[config.mk]
export PLATFORM = sky130hd
export DESIGN_NAME = stfm_top
export DESIGN_NICKNAME = d
export VERILOG_FILES = /design/src/core/stfm_pkg.sv /design/src/core/stfm_top.sv
export VERILOG_INCLUDE_DIRS = /design/src /design/src/core
export SDC_FILE = /design/constraint.sdc
export NUM_CORES = 1
export LEC_CHECK = 0
export ABC_AREA = 1
export BUFFER_PORTS_ARGS = -buffer_cell sky130_fd_sc_hd__buf_2
export CAP_MARGIN = 40
export CORE_MARGIN = 10
export CORE_UTILIZATION = 64
export DETAILED_ROUTE_END_ITERATION = 16
export PLACE_DENSITY = 0.95
export SLEW_MARGIN = 20
export SYNTH_ARGS = -nofsm -noshare
export SYNTH_HDL_FRONTEND = slang
export SYNTH_SLANG_ARGS = --single-unit
[constraint.sdc]
create_clock -name CLK_SYS -period 37 [get_ports CLK_SYS]
set_clock_uncertainty 0.2 [all_clocks]
set_input_delay 9.25 -clock CLK_SYS [delete_from_list [all_inputs] [get_ports CLK_SYS]]
set_output_delay 9.25 -clock CLK_SYS [all_outputs]
set_load 0.005 [all_outputs]
[src/core/stfm_defs.svh]
// Constants for the servo terminal function map
`ifndef STFM_DEFS_SVH
`define STFM_DEFS_SVH

`define STFM_AW 8
`define STFM_OFS_DI_MAP_LO 8'h00
`define STFM_OFS_DI_MAP_HI 8'h04
`define STFM_OFS_DO_MAP 8'h08
`define STFM_OFS_DI_POL 8'h0C
`define STFM_OFS_ROT_THR 8'h10
`define STFM_OFS_STATUS 8'h14
`define STFM_OFS_ACT_DI_LO 8'h18
`define STFM_OFS_ACT_DI_HI 8'h1C
`define STFM_OFS_ACT_DO 8'h20

`define STFM_RST_DI_MAP 32'h0000_0000
`define STFM_RST_DO_MAP 32'h0006_4210
`define STFM_RST_DI_POL 32'h0000_0000
`define STFM_RST_ROT_THR 32'h0000_0014

`define STFM_FIELD_DI 8
`define STFM_FIELD_DO 4
`define STFM_CODE_W 6
`define STFM_NFUNC 64

`define STFM_FN_HOLD 6'h13
`define STFM_FN_POS_START 6'h14
`define STFM_FN_HOME 6'h15
`define STFM_FN_ORIGIN 6'h16
`define STFM_FN_AN_FWD 6'h17
`define STFM_FN_AN_REV 6'h18
`define STFM_FN_MODE_SW 6'h19
`define STFM_FN_JOG_FWD 6'h1A
`define STFM_FN_JOG_REV 6'h1B
`define STFM_FN_OVERHEAT 6'h1C
`define STFM_FN_FL_EN 6'h1D
`define STFM_FN_FL_REARM 6'h1E
`define STFM_FN_GANTRY 6'h1F
`define STFM_FN_CAM_RUN 6'h20
`define STFM_FN_CAM_SEL 6'h21

`define STFM_OC_READY 4'h0
`define STFM_OC_ENERGIZED 4'h1
`define STFM_OC_ROTATION 4'h2
`define STFM_OC_SPEED_OK 4'h3
`define STFM_OC_POS_DONE 4'h4
`define STFM_OC_TORQUE_LT 4'h5
`define STFM_OC_FAULT 4'h6
`define STFM_OC_BRAKE 4'h7
`define STFM_OC_OVERLOAD 4'h8
`define STFM_OC_SPEED_LT 4'h9
`define STFM_OC_INT_TRIG 4'hA
`define STFM_OC_DEVIATION 4'hB
`define STFM_OC_HOMED 4'hC
`define STFM_OC_RESERVED 4'hD
`define STFM_OC_CAM 4'hE
`define STFM_OC_NONE 4'hF

`define STFM_RESP_OKAY 2'h0
`define STFM_RESP_SLVERR 2'h2

`endif

[src/core/stfm_pkg.sv]
// Types for the servo terminal function map
package stfm_pkg;

   // Drive state feeding the status outputs
   typedef struct packed {
      logic ready;
      logic alarm_pending;
      logic energized;
      logic [15:0] speed_abs;
      logic speed_reached;
      logic pos_done;
      logic torque_limited;
      logic fault;
      logic brake;
      logic overload_warn;
      logic speed_limited;
      logic internal_trigger_active;
      logic deviation_excess;
      logic homing_done;
      logic home_sensor;
      logic cam_running;
   } stfm_status_s;

   // Commands to the motion core, all registered
   typedef struct packed {
      logic position_hold;
      logic internal_position_start_in;
      logic homing_start_in;
      logic origin_reference_in;
      logic analog_fwd_in;
      logic analog_rev_in;
      logic mode_switch_in;
      logic jog_fwd_in;
      logic jog_rev_in;
      logic motor_overheat_in;
      logic fixed_length_irq_enable;
      logic fixed_length_trigger;
      logic fixed_length_irq_rearm;
      logic gantry_sync_start_in;
      logic cam_run_in;
      logic cam_table_select_in;
   } stfm_cmd_s;

endpackage

[src/core/stfm_top.sv]
// Terminal function routing with AXI4-Lite configuration
//
// Local design decisions: the placing of the registers and the AXI4-Lite interface to the registers.
`timescale 1ns/1ps
`include "stfm_defs.svh"
module stfm_top #(
   parameter int NUM_DI = 8,
   parameter int NUM_DO = 4
) (
   input wire logic CLK_SYS,
   input wire logic RESET,
   input wire logic RESTART,
   input wire logic [NUM_DI-1:0] DI_PIN,
   input wire logic FL_PROBE,
   input wire stfm_pkg::stfm_status_s STATUS_IN,
   output stfm_pkg::stfm_cmd_s CMD_OUT,
   output logic [NUM_DO-1:0] DO_PIN,
   output logic FAULT_PIN,
   input wire logic [`STFM_AW-1:0] S_AXI_AWADDR,
   input wire logic S_AXI_AWVALID,
   output logic S_AXI_AWREADY,
   input wire logic [31:0] S_AXI_WDATA,
   input wire logic [3:0] S_AXI_WSTRB,
   input wire logic S_AXI_WVALID,
   output logic S_AXI_WREADY,
   output logic [1:0] S_AXI_BRESP,
   output logic S_AXI_BVALID,
   input wire logic S_AXI_BREADY,
   input wire logic [`STFM_AW-1:0] S_AXI_ARADDR,
   input wire logic S_AXI_ARVALID,
   output logic S_AXI_ARREADY,
   output logic [31:0] S_AXI_RDATA,
   output logic [1:0] S_AXI_RRESP,
   output logic S_AXI_RVALID,
   input wire logic S_AXI_RREADY
);

   localparam int DO_ALL = NUM_DO + 1;
   localparam int DI_MW = NUM_DI * `STFM_FIELD_DI;
   localparam int DO_MW = DO_ALL * `STFM_FIELD_DO;

   // Pending selections written by software, then the rotation threshold, which takes effect at once
   logic [31:0] pend_di_lo_ff;
   logic [31:0] pend_di_hi_ff;
   logic [31:0] pend_do_ff;
   logic [31:0] pend_pol_ff;
   logic [31:0] rot_thr_ff;
   // Selections in force
   logic [63:0] act_di_ff;
   logic [DO_MW-1:0] act_do_ff;
   logic [NUM_DI-1:0] act_pol_ff;

   logic [NUM_DI-1:0] di_prev_ff;
   logic probe_prev_ff;
   logic armed_ff;
   stfm_pkg::stfm_cmd_s cmd_ff;
   logic [DO_ALL-1:0] out_ff;

   // AXI bus state
   logic aw_got_ff;
   logic w_got_ff;
   logic [`STFM_AW-1:0] awaddr_ff;
   logic [31:0] wdata_ff;
   logic [3:0] wstrb_ff;
   logic bvalid_ff;
   logic [1:0] bresp_ff;
   logic rvalid_ff;
   logic [31:0] rdata_ff;
   logic [1:0] rresp_ff;

   // ---------------- Input terminals ----------------
   logic [NUM_DI-1:0] di_act;
   logic [NUM_DI-1:0] di_rise;
   logic [`STFM_NFUNC-1:0] lvl_hot [NUM_DI];
   logic [`STFM_NFUNC-1:0] edge_hot [NUM_DI];
   logic [`STFM_NFUNC-1:0] fn_lvl;
   logic [`STFM_NFUNC-1:0] fn_edge;

   genvar gi;
   generate
      for (gi = 0; gi < NUM_DI; gi++) begin : g_di
         wire [`STFM_CODE_W-1:0] code = act_di_ff[gi*`STFM_FIELD_DI +: `STFM_CODE_W];
         assign di_act[gi] = DI_PIN[gi] ^ act_pol_ff[gi];
         assign di_rise[gi] = di_act[gi] & ~di_prev_ff[gi];
         assign lvl_hot[gi] = di_act[gi] ? (`STFM_NFUNC'(1) << code) : '0;
         assign edge_hot[gi] = di_rise[gi] ? (`STFM_NFUNC'(1) << code) : '0;
      end
   endgenerate

   // Codes with no function here land on bits that nothing reads
   always_comb begin
      fn_lvl = '0;
      fn_edge = '0;
      for (int i = 0; i < NUM_DI; i++) begin
         fn_lvl = fn_lvl | lvl_hot[i];
         fn_edge = fn_edge | edge_hot[i];
      end
   end

   wire probe_rise = FL_PROBE & ~probe_prev_ff;
   wire fl_fire = fn_lvl[`STFM_FN_FL_EN] & probe_rise & armed_ff;
   // Re-arm beats a trigger landing in the same cycle
   wire nxt_armed = (armed_ff & ~fl_fire) | fn_edge[`STFM_FN_FL_REARM];

   stfm_pkg::stfm_cmd_s nxt_cmd;
   always_comb begin
      nxt_cmd.position_hold = fn_lvl[`STFM_FN_HOLD];
      nxt_cmd.internal_position_start_in = fn_edge[`STFM_FN_POS_START];
      nxt_cmd.homing_start_in = fn_edge[`STFM_FN_HOME];
      nxt_cmd.origin_reference_in = fn_edge[`STFM_FN_ORIGIN];
      nxt_cmd.analog_fwd_in = fn_lvl[`STFM_FN_AN_FWD];
      nxt_cmd.analog_rev_in = fn_lvl[`STFM_FN_AN_REV];
      nxt_cmd.mode_switch_in = fn_lvl[`STFM_FN_MODE_SW];
      nxt_cmd.jog_fwd_in = fn_lvl[`STFM_FN_JOG_FWD];
      nxt_cmd.jog_rev_in = fn_lvl[`STFM_FN_JOG_REV];
      nxt_cmd.motor_overheat_in = fn_lvl[`STFM_FN_OVERHEAT];
      nxt_cmd.fixed_length_irq_enable = fn_lvl[`STFM_FN_FL_EN];
      nxt_cmd.fixed_length_trigger = fl_fire;
      nxt_cmd.fixed_length_irq_rearm = fn_edge[`STFM_FN_FL_REARM];
      nxt_cmd.gantry_sync_start_in = fn_lvl[`STFM_FN_GANTRY];
      nxt_cmd.cam_run_in = fn_lvl[`STFM_FN_CAM_RUN];
      nxt_cmd.cam_table_select_in = fn_lvl[`STFM_FN_CAM_SEL];
   end

   // ---------------- Output terminals ----------------
   logic [15:0] stat_vec;
   always_comb begin
      stat_vec = '0;
      stat_vec[`STFM_OC_READY] = STATUS_IN.ready & ~STATUS_IN.fault & ~STATUS_IN.alarm_pending;
      stat_vec[`STFM_OC_ENERGIZED] = STATUS_IN.energized;
      stat_vec[`STFM_OC_ROTATION] = STATUS_IN.speed_abs > rot_thr_ff[15:0];
      stat_vec[`STFM_OC_SPEED_OK] = STATUS_IN.speed_reached;
      stat_vec[`STFM_OC_POS_DONE] = STATUS_IN.pos_done;
      stat_vec[`STFM_OC_TORQUE_LT] = STATUS_IN.torque_limited;
      stat_vec[`STFM_OC_FAULT] = STATUS_IN.fault;
      stat_vec[`STFM_OC_BRAKE] = STATUS_IN.brake;
      stat_vec[`STFM_OC_OVERLOAD] = STATUS_IN.overload_warn;
      stat_vec[`STFM_OC_SPEED_LT] = STATUS_IN.speed_limited;
      stat_vec[`STFM_OC_INT_TRIG] = STATUS_IN.internal_trigger_active;
      stat_vec[`STFM_OC_DEVIATION] = STATUS_IN.deviation_excess;
      stat_vec[`STFM_OC_HOMED] = STATUS_IN.homing_done & STATUS_IN.home_sensor;
      stat_vec[`STFM_OC_RESERVED] = 1'b0;
      stat_vec[`STFM_OC_CAM] = STATUS_IN.cam_running;
      stat_vec[`STFM_OC_NONE] = 1'b0;
   end

   logic [DO_ALL-1:0] nxt_out;
   genvar go;
   generate
      // Last entry is the fault terminal, same selector width
      for (go = 0; go < DO_ALL; go++) begin : g_do
         assign nxt_out[go] = stat_vec[act_do_ff[go*`STFM_FIELD_DO +: `STFM_FIELD_DO]];
      end
   endgenerate

   assign DO_PIN = out_ff[NUM_DO-1:0];
   assign FAULT_PIN = out_ff[NUM_DO];
   assign CMD_OUT = cmd_ff;

   always_ff @(posedge CLK_SYS or posedge RESET) begin
      if (RESET) begin
         di_prev_ff <= '0;
         probe_prev_ff <= 1'b0;
         armed_ff <= 1'b1;
         cmd_ff <= '0;
         out_ff <= '0;
      end else begin
         di_prev_ff <= di_act;
         probe_prev_ff <= FL_PROBE;
         armed_ff <= nxt_armed;
         cmd_ff <= nxt_cmd;
         out_ff <= nxt_out;
      end
   end

   // Mapping swaps only on restart so a live machine never changes wiring under load
   always_ff @(posedge CLK_SYS or posedge RESET) begin
      if (RESET) begin
         act_di_ff <= {`STFM_RST_DI_MAP, `STFM_RST_DI_MAP};
         act_do_ff <= DO_MW'(`STFM_RST_DO_MAP);
         act_pol_ff <= NUM_DI'(`STFM_RST_DI_POL);
      end else if (RESTART) begin
         act_di_ff <= {pend_di_hi_ff, pend_di_lo_ff};
         act_do_ff <= pend_do_ff[DO_MW-1:0];
         act_pol_ff <= pend_pol_ff[NUM_DI-1:0];
      end
   end

   // ---------------- AXI4-Lite slave ----------------
   function automatic logic [31:0] merge(input logic [31:0] old, input logic [31:0] dat, input logic [3:0] stb);
      logic [31:0] res;
      res = old;
      for (int b = 0; b < 4; b++) begin
         if (stb[b]) begin
            res[b*8 +: 8] = dat[b*8 +: 8];
         end
      end
      return res;
   endfunction

   assign S_AXI_AWREADY = ~aw_got_ff & ~bvalid_ff;
   assign S_AXI_WREADY = ~w_got_ff & ~bvalid_ff;
   assign S_AXI_ARREADY = ~rvalid_ff;
   assign S_AXI_BVALID = bvalid_ff;
   assign S_AXI_BRESP = bresp_ff;
   assign S_AXI_RVALID = rvalid_ff;
   assign S_AXI_RDATA = rdata_ff;
   assign S_AXI_RRESP = rresp_ff;

   wire aw_take = S_AXI_AWVALID & S_AXI_AWREADY;
   wire w_take = S_AXI_WVALID & S_AXI_WREADY;
   wire wr_go = aw_got_ff & w_got_ff & ~bvalid_ff;
   wire ar_take = S_AXI_ARVALID & S_AXI_ARREADY;

   wire [`STFM_AW-1:0] wa = awaddr_ff;
   wire wsel_lo = wa == `STFM_OFS_DI_MAP_LO;
   wire wsel_hi = wa == `STFM_OFS_DI_MAP_HI;
   wire wsel_do = wa == `STFM_OFS_DO_MAP;
   wire wsel_pol = wa == `STFM_OFS_DI_POL;
   wire wsel_thr = wa == `STFM_OFS_ROT_THR;
   wire wr_ok = wsel_lo | wsel_hi | wsel_do | wsel_pol | wsel_thr;

   wire [31:0] status_word = {16'h0000, 2'h0, armed_ff, out_ff, NUM_DI'(di_act)};
   wire [`STFM_AW-1:0] ra = S_AXI_ARADDR;
   logic [31:0] rd_mux;
   logic rd_ok;
   always_comb begin
      rd_ok = 1'b1;
      unique case (ra)
         `STFM_OFS_DI_MAP_LO: rd_mux = pend_di_lo_ff;
         `STFM_OFS_DI_MAP_HI: rd_mux = pend_di_hi_ff;
         `STFM_OFS_DO_MAP: rd_mux = pend_do_ff;
         `STFM_OFS_DI_POL: rd_mux = pend_pol_ff;
         `STFM_OFS_ROT_THR: rd_mux = rot_thr_ff;
         `STFM_OFS_STATUS: rd_mux = status_word;
         `STFM_OFS_ACT_DI_LO: rd_mux = act_di_ff[31:0];
         `STFM_OFS_ACT_DI_HI: rd_mux = act_di_ff[63:32];
         `STFM_OFS_ACT_DO: rd_mux = 32'(act_do_ff);
         default: begin
            rd_mux = '0;
            rd_ok = 1'b0;
         end
      endcase
   end

   always_ff @(posedge CLK_SYS or posedge RESET) begin
      if (RESET) begin
         aw_got_ff <= 1'b0;
         w_got_ff <= 1'b0;
         awaddr_ff <= '0;
         wdata_ff <= '0;
         wstrb_ff <= '0;
         bvalid_ff <= 1'b0;
         bresp_ff <= `STFM_RESP_OKAY;
      end else begin
         if (aw_take) begin
            aw_got_ff <= 1'b1;
            awaddr_ff <= S_AXI_AWADDR;
         end
         if (w_take) begin
            w_got_ff <= 1'b1;
            wdata_ff <= S_AXI_WDATA;
            wstrb_ff <= S_AXI_WSTRB;
         end
         if (wr_go) begin
            aw_got_ff <= 1'b0;
            w_got_ff <= 1'b0;
            bvalid_ff <= 1'b1;
            bresp_ff <= wr_ok ? `STFM_RESP_OKAY : `STFM_RESP_SLVERR;
         end else if (bvalid_ff & S_AXI_BREADY) begin
            bvalid_ff <= 1'b0;
         end
      end
   end

   // Pending selections survive RESTART, standing in for stored parameters
   always_ff @(posedge CLK_SYS or posedge RESET) begin
      if (RESET) begin
         pend_di_lo_ff <= `STFM_RST_DI_MAP;
         pend_di_hi_ff <= `STFM_RST_DI_MAP;
         pend_do_ff <= `STFM_RST_DO_MAP;
         pend_pol_ff <= `STFM_RST_DI_POL;
         rot_thr_ff <= `STFM_RST_ROT_THR;
      end else if (wr_go) begin
         if (wsel_lo) pend_di_lo_ff <= merge(pend_di_lo_ff, wdata_ff, wstrb_ff);
         if (wsel_hi) pend_di_hi_ff <= merge(pend_di_hi_ff, wdata_ff, wstrb_ff);
         if (wsel_do) pend_do_ff <= merge(pend_do_ff, wdata_ff, wstrb_ff);
         if (wsel_pol) pend_pol_ff <= merge(pend_pol_ff, wdata_ff, wstrb_ff);
         if (wsel_thr) rot_thr_ff <= merge(rot_thr_ff, wdata_ff, wstrb_ff);
      end
   end

   always_ff @(posedge CLK_SYS or posedge RESET) begin
      if (RESET) begin
         rvalid_ff <= 1'b0;
         rdata_ff <= '0;
         rresp_ff <= `STFM_RESP_OKAY;
      end else if (ar_take) begin
         rvalid_ff <= 1'b1;
         rdata_ff <= rd_mux;
         rresp_ff <= rd_ok ? `STFM_RESP_OKAY : `STFM_RESP_SLVERR;
      end else if (rvalid_ff & S_AXI_RREADY) begin
         rvalid_ff <= 1'b0;
      end
   end

endmodule // stfm_top

==> impl_metrics.csv, run 1 <==
group,metric,value,unit
worst_setup_path,slowest_stage,"nand2_1",
floorplanning,dieWidth,185,um
logic_synthesis,ys_types,47,
worst_setup_path,crit_fanout,33,
worst_setup_path,ff2ff_path_depth,8,
drt,dr.pass1.iters,7,
placement,place_congestion,1.04,
clock_tree,path_clk_slew,0.06,ns
logic_synthesis,yosys.area_share.simple,22.1,%
clock_tree,cts_sinks,365,
timing,relSlewSlack,43.1,%
global_routing,grt_start_max_net_pins,80,
clock_tree,clockRootBuffer,"clkbuf_16",
layout,fill_cells,1825,
run_status,status,"complete, no violations",
timing,maxSlewViolCount,0,
timing,setup_viol,0,
floorplanning,die-area,34000,um2
worst_setup_path,cp.required,37.19,ns
logic_synthesis,yosysWarnings,0,
floorplanning,rows,60,
logic_synthesis,synth_compound_area_share,15.9,%
worst_setup_path,crit_path_cell_trace,"buf_2 -> inv_1 -> nor3_2 -> buf_4 -> nand2_1 -> buf_4 -> nand2_1 -> nand2_1 -> o211ai_1 -> o21ai_0 -> nand2_1",
clock_tree,ctsLongestPathBuffers,3,
global_routing,grt_antenna_before_repair,0,
drt,vias,16900,
timing,whs,0.273,ns
timing,hold_viol,0,
global_routing,grt_usage,34.6,%
clock_tree,post_cts_buffers,0,
logic_synthesis,yosysMostFrequentCell,"nand2_1",
logic_synthesis,synth_top_family_by_area,"simple AND/OR/NAND/NOR gates",
floorplanning,die_h,185,um
layout,antennaDiodeCount,0,
drt,wl,58900,um
worst_setup_path,crit_path_end_kind,"flop",
logic_synthesis,ys_async_sr_fraction,100,%
global_routing,grt_pass1_wl,92100,um
drt,ant_nets,0,
clock_tree,ctsHtreeMaxLevel,2,
logic_synthesis,ys_ff_latch,365,
flow_run,max_cap_violations,0,
timing,timing.fmax,89.3,MHz
logic_synthesis,synth.avg_cell_area,8.11,um2
clock_tree,cts_resized,0,
logic_synthesis,synth_top_area_share,50.8,%
logic_synthesis,postSynth.topFlopCell,"dfrtp_1",
pwr,powerDensity,58.3,nW/um2
clock_tree,cts_hold_buf,0,
global_routing,grt_overflow,0,
placement,dp_hpwl,41100,um
global_routing,first_global_vias,16700,
placement,port_buffers,159,
hold_path,holdPathStages,2,
clock_tree,numCtsBuffers,38,
worst_setup_path,critical_path_class,"input port to flop",
drt,wl_per_cell,22.3,um
hold_path,min_path_type,"flop to flop",
worst_setup_path,critPathLaunchType,"input port",
timing,period_share,30.3,%
logic_synthesis,synth_mux_area_share,0.650,%
timing,period_needed,11.19,ns
floorplanning,core,26800,um2
worst_setup_path,worst_path_dominant_cell_family,"simple AND/OR/NAND/NOR gates",
logic_synthesis,synth_area_leaders,"dfrtp_1 (51%), nand2_1 (13%), o21ai_0 (8.0%)",
worst_setup_path,path_common_cell,"nand2_1",
clock_tree,cts_tree,"done",
logic_synthesis,synth_xor_area_share,0.556,%
worst_setup_path,worst-path-buf-inv,4,
placement,pre_cts_slack,25.55,ns
logic_synthesis,seq_area_frac_synth,52.8,%
drt,first_iter_violations,2674,
logic_synthesis,synth_cells,2137,
logic_synthesis,synth_top_area_cell,"dfrtp_1",
worst_setup_path,cp.depth,11,
layout,area_growth,13.9,%
pwr,power_leakage,9.55,nW
worst_setup_path,crit_arrival,11.39,ns
floorplanning,start_util,64.6,%
pwr,total_power,0.00115,W
logic_synthesis,synth_edf_count,0,
layout,layout-drive-gt1-share,12.4,%
worst_setup_path,cpPeakStageDelay,0.46,ns
logic_synthesis,synthAdderAreaFrac,1.16,%
drt,drc,0,
timing,worst_pin_slew,0.851,ns
floorplanning,io_pins,162,
layout,nets,2391,
clock_tree,clk_latency,0.54,ns
timing,rsz0062_at_grt,"no",
timing,final.setup.worst_slack,25.81,ns
logic_synthesis,netlist_area,17300,um2
logic_synthesis,synth_common_cells,"nand2_1 (616), dfrtp_1 (352), o21ai_0 (276)",
drt,via_per_inst,6.40,
timing,tns,0,ns
pwr,ir_drop,0.0517,mV
state kept, by name, indices dropped and copies added (netlist names), 32 cells and up:
signal / flops
S_AXI_RDATA: 32
pend_do_ff: 32
pend_di_hi_ff: 32
act_di_ff: 64
pend_pol_ff: 32
pend_di_lo_ff: 32
rot_thr_ff: 32
wdata_ff: 32
metal layers:
| layer | global-route usage, % | vias up | part of all wire (%) |
|---|---|---|---|
| met4 | 17.9 | 0 | 6.0 |
| met2 | 51.2 | 1406 | 43 |
| met3 | 10.8 | 311 | 15 |
| met5 | 0 | - | 0 |
| li1 | - | 7312 | - |
| met1 | 45.0 | 7900 | 37 |
report_power, final:
group	internal [W]	leakage (nW)	total (W)	switching (W)
registers	0.000477	4.86	0.000539	0.0000610
clock network	0.000225	0.616	0.000383	0.000159
logic	0.0000655	4.08	0.000228	0.000162
total	0.000768	9.55	0.00115	0.000382
kinds of logic (layout without fill, tap and decap cells):
kind of cell | count (synthesis) | count (layout)
AOI/OAI and AO/OA | 511 | 511
DFF | 365 | 365
adders and majority gates | 16 | 16
xor gates and xnor gates | 11 | 11
buffers and inverters | 301 | 466
and+or+nand+nor | 922 | 922
muxes | 10 | 10
other | 1 | 2
worst reg2reg max path, stage by stage (launching register included):
cell,delay (ns)
dfrtp_1,0.40
xnor2_1,0.59
inv_1,0.23
nand2_1,0.26
inv_1,0.19
nand2_1,0.09
nand2_1,0.05
a21oi_1,0.12
nand4_1,0.16
cell usage in the layout (no fill, tap or decap), types with 6 or more instances in the layout:
master and count:
a21oi_1 109, a22o_1 8, buf_2 158, buf_4 10, clkbuf_1 10, clkbuf_16 39, clkbuf_8 8, clkinv_2 6
dfrtp_1 352, dfstp_2 13, ha_1 16, inv_1 215, mux2_2 10, nand2_1 615, nand3_1 65, nand4_1 28
nor2_1 136, nor2_2 6, nor3_1 39, nor3_2 6, nor4_1 9, o2111ai_1 11, o21ai_0 276, o21ai_1 39
o22ai_1 42, o31ai_1 10, xor2_1 7
through the flow:
step,cells,utilization [%],cell area (um2)
2_1_floorplan,2138,-,17300
3_3_place_gp,2568,68.2,18300
3_5_place_dp,2576,68.9,18500
4_1_cts,2644,73.6,19700
5_1_grt,2644,73.6,19700
6_report,2644,73.6,19700
area by class of cell:
cell class	instances	area, um2	share of cell area [%]
well taps	341	427	2.16
inverters	222	841	4.26
flip-flops and latches	365	9150	46.4
repair buffers	176	1050	5.35
clock inverters	11	130	0.660
multi-input cells	1472	7000	35.5
clock buffers	57	1120	5.70
path summary, 6_finish.rpt:
path / startpoint / endpoint / slack (ns)
max in group asynchronous: RESET / pend_do_ff[17]$_DFFE_PP1P_ / 26.54
worst max-delay path: S_AXI_ARADDR[4] / S_AXI_RDATA[31]$_DFFE_PP0P_ / 25.81
worst max register to register: act_pol_ff[2]$_DFFE_PP0P_ / CMD_OUT[10]$_DFF_PP0_ / 34.54
min in group asynchronous: RESET / wdata_ff[5]$_DFFE_PP0P_ / 8.54
worst min-delay path: act_do_ff[11]$_DFFE_PP0P_ / out_ff[2]$_DFF_PP0_ / 0.27
worst min register to register: act_do_ff[11]$_DFFE_PP0P_ / out_ff[2]$_DFF_PP0_ / 0.27
Note: power is estimated with default switching activity, not from simulation.
==> run 2: changes to the inputs <==
--- a/config.mk
+++ b/config.mk
@@ -10,9 +10,9 @@
 export BUFFER_PORTS_ARGS = -buffer_cell sky130_fd_sc_hd__buf_2
 export CAP_MARGIN = 40
 export CORE_MARGIN = 10
-export CORE_UTILIZATION = 64
+export CORE_UTILIZATION = 54
 export DETAILED_ROUTE_END_ITERATION = 16
-export PLACE_DENSITY = 0.95
+export PLACE_DENSITY = 0.87
 export SLEW_MARGIN = 20
 export SYNTH_ARGS = -nofsm -noshare
 export SYNTH_HDL_FRONTEND = slang
==> constraint.sdc (replaced) <==
create_clock -name CLK_SYS -period 9.8 [get_ports CLK_SYS]
set_clock_uncertainty 0.2 [all_clocks]
set_input_delay 2.45 -clock CLK_SYS [delete_from_list [all_inputs] [get_ports CLK_SYS]]
set_output_delay 2.45 -clock CLK_SYS [all_outputs]
set_load 0.005 [all_outputs]
==> run 2 against run 1 <==
Non-clock buffer count is 5 lower. Via count is 4.2% lower. Routed wire length is 3.9% lower. Total power grew to 3.8 times the previous value. Clock power grew to 3.9 times the previous value.
==> impl_metrics.csv, run 2 (synthesis results as in run 1) <==
group,metric,value,unit
run_status,status,"complete, no violations",
global_routing,grt_usage,28.5,%
drt,drc,0,
hold_path,min-delay-start,"act_do_ff[19]$_DFFE_PP0P_",
floorplanning,core,31600,um2
worst_setup_path,cp.required,10.08,ns
clock_tree,ctsLongestPathBuffers,3,
clock_tree,cts_resized,0,
clock_tree,cts_hold_buf,0,
layout,largest_register_ff_count,64,
layout,layout-drive-gt1-share,12.4,%
timing,tns,0,ns
hold_path,min_path_type,"flop to flop",
worst_setup_path,crit_path_cell_trace,"buf_2 -> inv_1 -> nand2_1 -> nor3_2 -> nand2_1 -> buf_4 -> nand2_1 -> nand2_1 -> o21ai_1 -> nor2_1 -> nand2_1 -> nand2_1 -> nand2_1",
floorplanning,start_util,54.8,%
timing,maxSlewViolCount,0,
layout,postLayoutCoreUtil,62.5,%
worst_setup_path,ff2ff_path_depth,5,
worst_setup_path,critical_path_class,"input port to flop",
global_routing,grt_start_max_net_pins,185,
timing,period_needed,4.68,ns
floorplanning,die-area,39600,um2
global_routing,grt_antenna_before_repair,1,
worst_setup_path,worst-path-buf-inv,3,
worst_setup_path,r2r-end,"pend_pol_ff[3]$_DFFE_PP0P_",
worst_setup_path,cpPeakStageDelay,0.63,ns
clock_tree,ctsHtreeMaxLevel,2,
worst_setup_path,crit_fanout,24,
clock_tree,post_cts_buffers,0,
timing,period_share,47.8,%
worst_setup_path,worst_path_dominant_cell_family,"simple AND/OR/NAND/NOR gates",
layout,area_growth,14.2,%
placement,port_buffers,159,
timing,worst_pin_slew,0.973,ns
worst_setup_path,slowest_stage,"nor3_2",
floorplanning,rows,65,
layout,final_common_cell,"nand2_1",
timing,hold_viol,0,
global_routing,grt_pass1_wl,88300,um
placement,place_congestion,1.03,
drt,wl_per_cell,20.9,um
hold_path,worstHoldEndpoint,"out_ff[4]$_DFF_PP0_",
global_routing,grt_overflow,0,
drt,ant_nets,0,
layout,antennaDiodeCount,0,
floorplanning,io_pins,162,
timing,setup_viol,0,
placement,dp_hpwl,41000,um
drt,wl,56700,um
drt,dr.pass1.iters,6,
drt,via_per_inst,5.99,
worst_setup_path,crit_path_end_kind,"flop",
clock_tree,cts_sinks,365,
layout,final_cells,2705,
hold_path,holdPathStages,2,
worst_setup_path,path_common_cell,"nand2_1",
layout,mostFrequentLayoutCells,"nand2_1 (615), dfrtp_1 (352), o21ai_0 (276)",
clock_tree,cts_tree,"done",
layout,largest-register,"act_di_ff",
timing,rsz0062_at_grt,"no",
global_routing,first_global_vias,15800,
floorplanning,die_h,199,um
floorplanning,dieWidth,199,um
pwr,ir_drop,0.244,mV
worst_setup_path,r2r_start,"awaddr_ff[1]$_DFFE_PP0P_",
timing,whs,0.268,ns
clock_tree,clockRootBuffer,"clkbuf_16",
worst_setup_path,crit_arrival,4.97,ns
timing,relSlewSlack,35.2,%
pwr,power_leakage,9.53,nW
worst_setup_path,r2r_setup_slack,7.42,ns
clock_tree,path_clk_slew,0.06,ns
placement,place_inst,2630,
drt,vias,16200,
drt,first_iter_violations,2238,
timing,timing.fmax,214,MHz
clock_tree,clk_latency,0.55,ns
worst_setup_path,critPathLaunchType,"input port",
pwr,powerDensity,220,nW/um2
flow_run,max_cap_violations,0,
layout,nets,2388,
clock_tree,numCtsBuffers,40,
run 2: changes by cell type in the layout (fill, tap and decap cells not counted), sizes merged:
cell	previous run	this run
buf	176	171
clkbuf	57	60
clkinvlp	1	2
inv	221	222
run 2: final cells by class:
cell class / count / area [um2]
Sequential cell: 365 / 9150
Timing Repair Buffer: 171 / 966
Multi-Input combinational cell: 1472 / 7000
Inverter: 222 / 837
Clock inverter: 13 / 158
Fill cell: 2653 / 11900
Tap cell: 402 / 503
Clock buffer: 60 / 1170
run 2: through the flow:
| step | setup WS [ns] | power [W] | area [um2] |
|---|---|---|---|
| 5_1_grt | 4.97 | 0.00455 | 19800 |
| 3_3_place_gp | 4.76 | 0.00279 | 18400 |
| 3_5_place_dp | 4.67 | 0.00283 | 18400 |
| 4_1_cts | 5.23 | 0.00432 | 19700 |
| 2_1_floorplan | 2.26 | 0.00249 | 17300 |
| 6_report | 5.12 | 0.00435 | 19800 |
run 2: how the worst max path moves through the flow:
| stage | start | endpoint | slack [ns] | depth (start not counted) |
|---|---|---|---|---|
| final | S_AXI_ARADDR[6] | S_AXI_RDATA[19]$_DFFE_PP0P_ | 5.12 | 13 |
| after global routing | S_AXI_ARADDR[6] | S_AXI_RDATA[16]$_DFFE_PP0P_ | 4.97 | 13 |
| after CTS | S_AXI_ARADDR[6] | S_AXI_RDATA[17]$_DFFE_PP0P_ | 5.23 | 13 |
| after detailed placement | S_AXI_ARADDR[6] | S_AXI_RDATA[17]$_DFFE_PP0P_ | 4.67 | 13 |
| after global placement | S_AXI_ARADDR[6] | S_AXI_RDATA[17]$_DFFE_PP0P_ | 4.76 | 13 |
| after floorplan | RESET | CMD_OUT[0]$_DFF_PP0_ | 2.26 | 1 |
run 2: power breakdown:
part	internal, W	switching, W
Sequential	0.00180	0.000217
Combinational	0.000242	0.000579
Clock	0.000883	0.000622
run 2: routing by layer:
| layer | global-route usage (%) | vias up | share of wire, % |
|---|---|---|---|
| met3 | 7.23 | 176 | 13 |
| met4 | 12.7 | 2 | 4.2 |
| li1 | - | 7306 | - |
| met1 | 38.7 | 7666 | 40 |
| met2 | 42.3 | 1064 | 43 |
| met5 | 0 | - | 0.021 |
run 2: worst reg2reg max path, cell delays in order (launching register included):
cell,delay [ns]
dfrtp_1,0.37
nor2_1,0.20
nand3_2,0.21
nor3_2,0.41
nand2_1,0.52
o21ai_0,0.36
